===== config.mk =====
export PLATFORM = sky130hd
export DESIGN_NAME = rscl_strap_latch
export DESIGN_NICKNAME = d
export VERILOG_FILES = /design/src/rscl_pkg.sv /design/src/rscl_cfg_if.sv /design/src/rscl_strap_latch.sv /design/src/rscl_strap_capture.sv /design/src/rscl_cfg_regs.sv
export VERILOG_INCLUDE_DIRS = /design/src
export SDC_FILE = /design/constraint.sdc
export NUM_CORES = 1
export LEC_CHECK = 0
export BUFFER_PORTS_ARGS = -buffer_cell sky130_fd_sc_hd__clkbuf_2
export CAP_MARGIN = 40
export CORE_MARGIN = 2
export CORE_UTILIZATION = 41
export CTS_BUF_LIST = sky130_fd_sc_hd__clkbuf_8
export CTS_CLUSTER_DIAMETER = 50
export DETAILED_ROUTE_END_ITERATION = 12
export HOLD_SLACK_MARGIN = 0.05
export PLACE_DENSITY = 0.78
export SLEW_MARGIN = 20
export SYNTH_ARGS = -nofsm -noshare
export SYNTH_HDL_FRONTEND = slang
export SYNTH_SLANG_ARGS = --single-unit

===== constraint.sdc =====
create_clock -name clk -period 2 [get_ports clk]
set_input_delay 0.4 -clock clk [delete_from_list [all_inputs] [get_ports clk]]
set_output_delay 0.4 -clock clk [all_outputs]
set_load 0.02 [all_outputs]

===== src/rscl_regs.svh =====
// Register offsets, field positions and reset values of the strap latch.
`ifndef RSCL_REGS_SVH
`define RSCL_REGS_SVH

// The 4K configuration block and its registers.
`define RSCL_BLOCK_BASE   32'h01B3F000
`define RSCL_BLOCK_MASK   32'hFFFFF000
`define RSCL_PERSEL_ADDR  32'h01B3F000
`define RSCL_STATUS_ADDR  32'h01B3F004
`define RSCL_CHIPID_ADDR  32'h01B3F008

// Peripheral select fields.
`define RSCL_PERSEL_W     7
`define RSCL_PERSEL_RESET 7'h06
`define RSCL_PS_AUDIO     0
`define RSCL_PS_SERIAL0   1
`define RSCL_PS_SERIAL1   2
`define RSCL_PS_I2C       3
`define RSCL_PS_VIDEO0    4

// Device status fields, copies of the captured straps.
`define RSCL_ST_ENDIAN    0
`define RSCL_ST_BOOT      1
`define RSCL_ST_CLKSEL    3
`define RSCL_ST_EEPROM    5
`define RSCL_ST_SPEED     6
`define RSCL_ST_WIDTH     7
`define RSCL_ST_PCISEL    8
`define RSCL_ST_MACSEL    9
`define RSCL_ST_W         10

// Cycles from a block hit to its answer.
`define RSCL_ACK_CYCLES   1

`endif


===== src/rscl_pkg.sv =====
// Types shared by the strap latch modules.
package rscl_pkg;

    // Boot source as coded on the boot mode straps.
    typedef enum logic [1:0] {
        BOOT_NONE     = 2'h0,
        BOOT_HOST_PCI = 2'h1,
        BOOT_RSVD     = 2'h2,
        BOOT_EXT_MEM  = 2'h3
    } rscl_boot_t;

    // External memory clock source.
    typedef enum logic [1:0] {
        MCLK_INPUT = 2'h0,
        MCLK_DIV4  = 2'h1,
        MCLK_DIV6  = 2'h2,
        MCLK_RSVD  = 2'h3
    } rscl_mclk_t;

    // Life of the configuration after reset, Gray coded.
    typedef enum logic [1:0] {
        PH_HOLD   = 2'h0,
        PH_DECODE = 2'h1,
        PH_RUN    = 2'h3
    } rscl_phase_t;

    // All strap levels as one word.
    typedef struct packed {
        logic       endian;
        rscl_boot_t boot;
        rscl_mclk_t clkSel;
        logic       eeprom;
        logic       speed;
        logic       width;
        logic       pciSel;
        logic       macSel;
    } rscl_straps_t;

endpackage : rscl_pkg


===== src/rscl_cfg_if.sv =====
// Carrier between the strap capture, the register file and the core.
`timescale 1ns/100ps
`default_nettype none
interface rscl_cfg_if;
    import rscl_pkg::*;
    rscl_straps_t straps;
    logic [6:0]   perSel;
    logic         req;
    logic         we;
    logic [31:0]  addr;
    logic [3:0]   byteEn;
    logic [31:0]  wdata;
    logic [31:0]  rdata;
    logic         ack;

    modport cap  (output straps);
    modport regs (input straps, req, we, addr, byteEn, wdata,
                  output perSel, rdata, ack);
endinterface : rscl_cfg_if
`default_nettype wire


===== src/rscl_strap_latch.sv =====
// Strap latch top: capture, decode and peripheral select register.
`timescale 1ns/100ps
`default_nettype none
`include "rscl_regs.svh"
module rscl_strap_latch
    import rscl_pkg::*;
#(
    parameter logic [31:0] CHIP_ID = 32'h00005A5A // Arbitrary value.
)(
    input  wire logic        clk,
    input  wire logic        rst,
    input  wire logic        endianStrap,
    input  wire logic [1:0]  bootModeStrap,
    input  wire logic [1:0]  extMemClockSelectStrap,
    input  wire logic        pciEepromAutoinitStrap,
    input  wire logic        pciSpeedStrap,
    input  wire logic        hostWidthStrap,
    input  wire logic        pciSelectStrap,
    input  wire logic        ethernetSelectStrap,
    input  wire logic        cfgReq,
    input  wire logic        cfgWe,
    input  wire logic [31:0] cfgAddr,
    input  wire logic [3:0]  cfgByteEn,
    input  wire logic [31:0] cfgWdata,
    output logic      [31:0] cfgRdata,
    output logic             cfgAck,
    output logic             endianMode,
    output logic      [1:0]  bootMode,
    output logic             bootViaHost,
    output logic             bootViaPci,
    output logic             bootFromExtMem,
    output logic             bootReserved,
    output logic      [1:0]  extMemClockSelect,
    output logic             extMemClockReserved,
    output logic             pciEnable,
    output logic             pciEepromLoad,
    output logic             pciSpeed33,
    output logic             hostPortEnable,
    output logic             hostPort32bit,
    output logic             hostDataUpperHiZ,
    output logic             ethernetEnable,
    output logic             selectReserved,
    output logic             configReady,
    output logic      [2:0]  videoPortEnable,
    output logic             i2cEnable,
    output logic             serialPort0Enable,
    output logic             serialPort1Enable,
    output logic             audioPortEnable
);
    rscl_cfg_if   ifc ();
    rscl_straps_t pinStraps;
    rscl_straps_t cap;
    rscl_phase_t  phase;
    rscl_phase_t  next_phase;
    logic         next_ready;
    logic         selPci;
    logic         selEth;
    logic         selRsvd;
    logic         hostOn;

    // Gather the pins into one word for the capture stage.
    assign pinStraps = {endianStrap, rscl_boot_t'(bootModeStrap),
                        rscl_mclk_t'(extMemClockSelectStrap),
                        pciEepromAutoinitStrap, pciSpeedStrap,
                        hostWidthStrap, pciSelectStrap,
                        ethernetSelectStrap};

    rscl_strap_capture u_capture (
        .clk  (clk),
        .rst  (rst),
        .pins (pinStraps),
        .cfg  (ifc.cap)
    );

    // Bus requests go straight through; only this port reaches them.
    assign ifc.req    = cfgReq;
    assign ifc.we     = cfgWe;
    assign ifc.addr   = cfgAddr;
    assign ifc.byteEn = cfgByteEn;
    assign ifc.wdata  = cfgWdata;
    assign cfgRdata   = ifc.rdata;
    assign cfgAck     = ifc.ack;

    rscl_cfg_regs #(
        .CHIP_ID (CHIP_ID)
    ) u_regs (
        .clk (clk),
        .rst (rst),
        .cfg (ifc.regs)
    );

    // Peripheral selection from the frozen select straps.
    assign cap     = ifc.straps;
    assign selPci  = cap.pciSel && !cap.macSel;
    assign selEth  = !cap.pciSel && cap.macSel;
    assign selRsvd = cap.pciSel && cap.macSel;
    // Ethernet takes the upper data lines, so a wide port cannot coexist.
    assign hostOn  = !cap.pciSel && !(cap.macSel && cap.width);

    // Phase tracks release of reset; ready comes one cycle after decode.
    always_comb begin
        next_phase = phase;
        case (phase)
            PH_HOLD:   next_phase = PH_DECODE;
            PH_DECODE: next_phase = PH_RUN;
            PH_RUN:    next_phase = PH_RUN;
            default:   next_phase = PH_HOLD;
        endcase
        next_ready = (phase != PH_HOLD);
    end

    always_ff @(posedge clk) begin
        if (rst) begin
            phase       <= PH_HOLD;
            configReady <= 1'b0;
        end else begin
            phase       <= next_phase;
            configReady <= next_ready;
        end
    end

    // Decoded settings are flops; reset shows the documented defaults,
    // which keeps PCI and Ethernet off, with the host port on, while the pins still float.
    always_ff @(posedge clk) begin
        if (rst) begin
            endianMode          <= 1'b1;
            bootMode            <= BOOT_NONE;
            bootViaHost         <= 1'b0;
            bootViaPci          <= 1'b0;
            bootFromExtMem      <= 1'b0;
            bootReserved        <= 1'b0;
            extMemClockSelect   <= MCLK_INPUT;
            extMemClockReserved <= 1'b0;
            pciEnable           <= 1'b0;
            pciEepromLoad       <= 1'b0;
            pciSpeed33          <= 1'b0;
            hostPortEnable      <= 1'b1;
            hostPort32bit       <= 1'b0;
            hostDataUpperHiZ    <= 1'b1;
            ethernetEnable      <= 1'b0;
            selectReserved      <= 1'b0;
        end else begin
            endianMode          <= cap.endian;
            bootMode            <= cap.boot;
            bootViaHost         <= cap.boot == BOOT_HOST_PCI && !selPci;
            bootViaPci          <= cap.boot == BOOT_HOST_PCI && selPci;
            bootFromExtMem      <= cap.boot == BOOT_EXT_MEM;
            bootReserved        <= cap.boot == BOOT_RSVD;
            extMemClockSelect   <= cap.clkSel;
            extMemClockReserved <= cap.clkSel == MCLK_RSVD;
            pciEnable           <= selPci;
            pciEepromLoad       <= selPci && cap.eeprom;
            pciSpeed33          <= selPci && cap.speed;
            hostPortEnable      <= hostOn;
            hostPort32bit       <= hostOn && cap.width && !selEth;
            hostDataUpperHiZ    <= hostOn && !cap.width && !selEth;
            ethernetEnable      <= selEth;
            selectReserved      <= selRsvd;
        end
    end

    // Software enables, one generate entry per video port.
    genvar v;
    generate
        for (v = 0; v < 3; v++) begin : g_video
            assign videoPortEnable[v] =
                ifc.perSel[`RSCL_PS_VIDEO0 + v];
        end
    endgenerate
    assign i2cEnable         = ifc.perSel[`RSCL_PS_I2C];
    assign serialPort0Enable = ifc.perSel[`RSCL_PS_SERIAL0];
    assign serialPort1Enable = ifc.perSel[`RSCL_PS_SERIAL1];
    assign audioPortEnable   = ifc.perSel[`RSCL_PS_AUDIO];
endmodule : rscl_strap_latch
`default_nettype wire


===== src/rscl_strap_capture.sv =====
// Samples the strap pins while reset is held and freezes them afterwards.
`timescale 1ns/100ps
`default_nettype none
module rscl_strap_capture
    import rscl_pkg::*;
(
    input  wire logic         clk,
    input  wire logic         rst,
    input  wire rscl_straps_t pins,
    rscl_cfg_if.cap           cfg
);
    rscl_straps_t next_straps;

    // Follow the pins only while reset is high, so the last reset edge wins.
    always_comb begin
        next_straps = cfg.straps;
        if (rst) begin
            next_straps = pins;
        end
    end

    // The pins change role after reset; the copy must not follow them.
    always_ff @(posedge clk) begin
        cfg.straps <= next_straps;
    end
endmodule : rscl_strap_capture
`default_nettype wire


===== src/rscl_cfg_regs.sv =====
// Configuration register file on the internal configuration bus.
`timescale 1ns/100ps
`default_nettype none
`include "rscl_regs.svh"
module rscl_cfg_regs
    import rscl_pkg::*;
#(
    parameter logic [31:0] CHIP_ID = 32'h00005A5A // Arbitrary value.
)(
    input  wire logic clk,
    input  wire logic rst,
    rscl_cfg_if.regs  cfg
);
    logic                       hit;
    logic [`RSCL_PERSEL_W-1:0]  next_perSel;
    logic [31:0]                next_rdata;
    logic                       next_ack;
    logic [`RSCL_ST_W-1:0]      status;

    assign hit = cfg.req
        && ((cfg.addr & `RSCL_BLOCK_MASK) == `RSCL_BLOCK_BASE);
    // Status word with the endian copy at bit 0 and the select straps on
    // top; the packed struct order is the reverse, so it is not used as is.
    assign status = {cfg.straps.macSel, cfg.straps.pciSel, cfg.straps.width,
                     cfg.straps.speed, cfg.straps.eeprom, cfg.straps.clkSel,
                     cfg.straps.boot, cfg.straps.endian};

    // Decode, write and read; other words of the block read as zero.
    always_comb begin
        next_perSel = cfg.perSel;
        next_rdata  = 32'h00000000;
        next_ack    = hit;
        if (hit && cfg.we && cfg.byteEn[0]
                && cfg.addr == `RSCL_PERSEL_ADDR) begin
            next_perSel = cfg.wdata[`RSCL_PERSEL_W-1:0];
        end
        if (hit && !cfg.we) begin
            case (cfg.addr)
                `RSCL_PERSEL_ADDR: next_rdata =
                    {25'h0000000, cfg.perSel};
                `RSCL_STATUS_ADDR: next_rdata = {22'h000000, status};
                `RSCL_CHIPID_ADDR: next_rdata = CHIP_ID;
                default:           next_rdata = 32'h00000000;
            endcase
        end
    end

    // Answer one cycle after the request; reset restores the select word.
    always_ff @(posedge clk) begin
        if (rst) begin
            cfg.perSel <= `RSCL_PERSEL_RESET;
            cfg.rdata  <= 32'h00000000;
            cfg.ack    <= 1'b0;
        end else begin
            cfg.perSel <= next_perSel;
            cfg.rdata  <= next_rdata;
            cfg.ack    <= next_ack;
        end
    end
endmodule : rscl_cfg_regs
`default_nettype wire


==> impl_metrics.tcl <==
set metrics [dict create \
    power.leakage_nw 1.20 \
    netlist-cell-type-count 32 \
    final_hold_viol_count 0 \
    startpoint_type "primary input" \
    num_io_pins 141 \
    route.antenna.remaining_nets 0 \
    detail_placement_hpwl_microns 2920 \
    finalNetCount 345 \
    post-route-util_pct 56.1 \
    yosysTopAreaCellShare_pct 41.9 \
    synth_flop_cell "dfxtp_1" \
    clock_insertion_delay_worst_skew_ps 300 \
    critical_path.cell_chain "clkbuf_2 > nor4b_2 > nand4_2 > nor4_4 > o311a_1" \
    final.setup.tns_ps 0 \
    hold_start "extMemClockSelectStrap[0]" \
    multiInputGateArea_sq_um 684 \
    design.core.area_sq_um 4410 \
    cts_setup_buffers 0 \
    avgSynthCellArea_sq_um 11.4 \
    grt_antenna_before_repair 0 \
    yosys.area.top_type "dfxtp_1" \
    syn2layout_area_growth_pct 29.4 \
    global_route.overflow_total 0 \
    cts_max_level 2 \
    clock-skew-final_ps 5.73 \
    global_route_wire_length_before_repair_microns 5750 \
    run_status "finished clean" \
    synth_common_cells "dfxtp_1, buf_4, nor2_1" \
    power_density_nw_per_um2 815 \
    num_vias 1431 \
    dominant_cells_by_area_after_synthesis "dfxtp_1, edfxtp_1, buf_4" \
    pin_count_of_the_biggest_net_entering_global_routing 43 \
    max_stage_delay_ps 470 \
    first_pass_iters 4 \
    drt_first_iter_violations 39 \
    finalWirelength_microns 3720 \
    start_util_pct 43.3 \
    slowest_stage "nor4_4" \
    asyncSetResetFlopFracSynth_pct 0 \
    synth_edf_count 10 \
    insertedDiodeCount 0 \
    clock_path_buffers 2 \
    grt_use_total_pct 14.5 \
    report.power.total_mw 2.02 \
    clock_sink_count 50 \
    total_clock_buffers_created_by_cts 5 \
    timing.final.max_slew_violations 0 \
    ir_worst_vdd_mv 0.389 \
    post_cts_hold_fix_bufs 0 \
    placement.io_buffers 93 \
    crit-reg2reg-launch "u_capture.cfg.straps[0]" \
    clkSlewWorstSetupHoldPaths_ps 90 \
    ys_ff_latch 50 \
    synth_seq_area_share_pct 57.6 \
    worst_setup_path_startpoint "cfgAddr[27]" \
    setup_violations 0 \
    grt_setup_unrepaired "no" \
    worst_r2r_setup_slack_ps 950 \
    ctsResizeCount 0 \
    criticalPathCategory "primary input to register" \
    globalplace.congestion 0.730 \
    timing.final.crit_period_ps 1480 \
    via_count_of_the_first_global_routing_pass 1295 \
    required_ps 2240 \
    wl_per_cell_microns 11.8 \
    critical_path.top_delay_family "simple AND/OR/NAND/NOR gates" \
    post-route-worst-setup-slack_ps 516 \
    crit_buf_inv 1 \
    place_worst_setup_slack_ps 199 \
    layout.area.seq_sq_um 1100 \
    hold_class "primary input to register" \
    cap_violations 0 \
    synthCells 168 \
    cp.arrival_ps 1730 \
    max_freq_mhz 674 \
    die-width_microns 72.3 \
    n_fill_cell 441 \
    final_layout_size_suffix_gt1_share_pct 43.9 \
    clock_tree.root_cell "clkbuf_8" \
    vertical_extent_of_the_die_microns 72.3 \
    die_area_sq_um 5230 \
    fp-row-count 24 \
    critPathCaptureType "register" \
    synth.cell_area_sq_um 1910 \
    final_min_period_over_clock_period_pct 74.2 \
    per_cell_via_count_in_the_routed_design 4.53 \
    synth.yosys.warnings 0 \
    worst-path-max-fanout 8 \
    most_frequent_cell_after_synthesis "dfxtp_1" \
    drt_drc_violations_left 0 \
    tritoncts "yes" \
]
cell type report:
class,instances,area share [%]
Sequential cell,50,44.5
Multi-Input combinational cell,105,27.7
Timing Repair Buffer,96,19.7
Clock buffer,5,2.78
Tap cell,52,2.63
Clock inverter,3,1.97
Inverter,5,0.758
flip-flops by register name, indices dropped and copies added (netlist names), 2 cells and up:
signal / flops
bootMode: 2
phase: 2
u_capture.cfg.straps: 10
u_regs.cfg.perSel: 7
extMemClockSelect: 2
u_regs.cfg.rdata: 11
layout by cell type, fill, tap and decap left out, types with 2 or more instances in the layout:
| cell type | count |
|---|---|
| edfxtp_1 | 10 |
| and4bb_2 | 3 |
| a21oi_1 | 3 |
| nor2_1 | 17 |
| and3_1 | 2 |
| o311a_1 | 4 |
| nor4_1 | 2 |
| conb_1 | 19 |
| nor3_1 | 4 |
| nor4b_1 | 2 |
| o21ai_0 | 4 |
| or2_2 | 3 |
| nand4_2 | 2 |
| nand2b_1 | 11 |
| and2_1 | 4 |
| or3_1 | 2 |
| clkbuf_2 | 93 |
| mux2i_1 | 10 |
| clkbuf_8 | 5 |
| dfxtp_1 | 40 |
| inv_1 | 5 |
| nor2b_1 | 4 |
| buf_4 | 3 |
final timing paths:
check                                          endpoint  cells past startpoint
worst min-delay path            u_capture.cfg.straps[5]                      1
worst max-delay path                u_regs.cfg.rdata[6]                      5
worst min register to register                 phase[0]                      1
worst max register to register            pciEepromLoad                      3
cells by family after synthesis:
group / Yosys count / synth area share [%]
buffers and inverters: 31 / 10.2
other: 1 / 0.196
AND/OR/NAND/NOR: 65 / 22.9
flip-flops: 50 / 57.6
AO/OA/AOI/OAI: 11 / 3.92
multiplexers: 10 / 5.23
power breakdown:
group | internal (mW) | switching, mW | leakage (nW)
sequential | 1.07 | 0.0179 | 0.425
clock | 0.381 | 0.342 | 0.0563
combinational | 0.0818 | 0.125 | 0.718
total | 1.53 | 0.485 | 1.20
routing by layer:
metal	vias to the layer above	routed length, microns	GRT usage [%]
met4	0	60	4.40
met3	7	307	5.00
met5	-	0	0
met1	637	1430	16.7
li1	725	-	-
met2	62	1920	25.3
per-stage QoR:
stage / std cells / hold slack [ps] / instance area, sq um
after global placement: 308 / 418 / 2360
final: 316 / 270 / 2470
after detailed placement: 308 / 435 / 2360
after global routing: 316 / 256 / 2470
after floorplan: 186 / 413 / 1980
after CTS: 316 / 259 / 2470
Note: power is estimated with default switching activity, not from simulation.
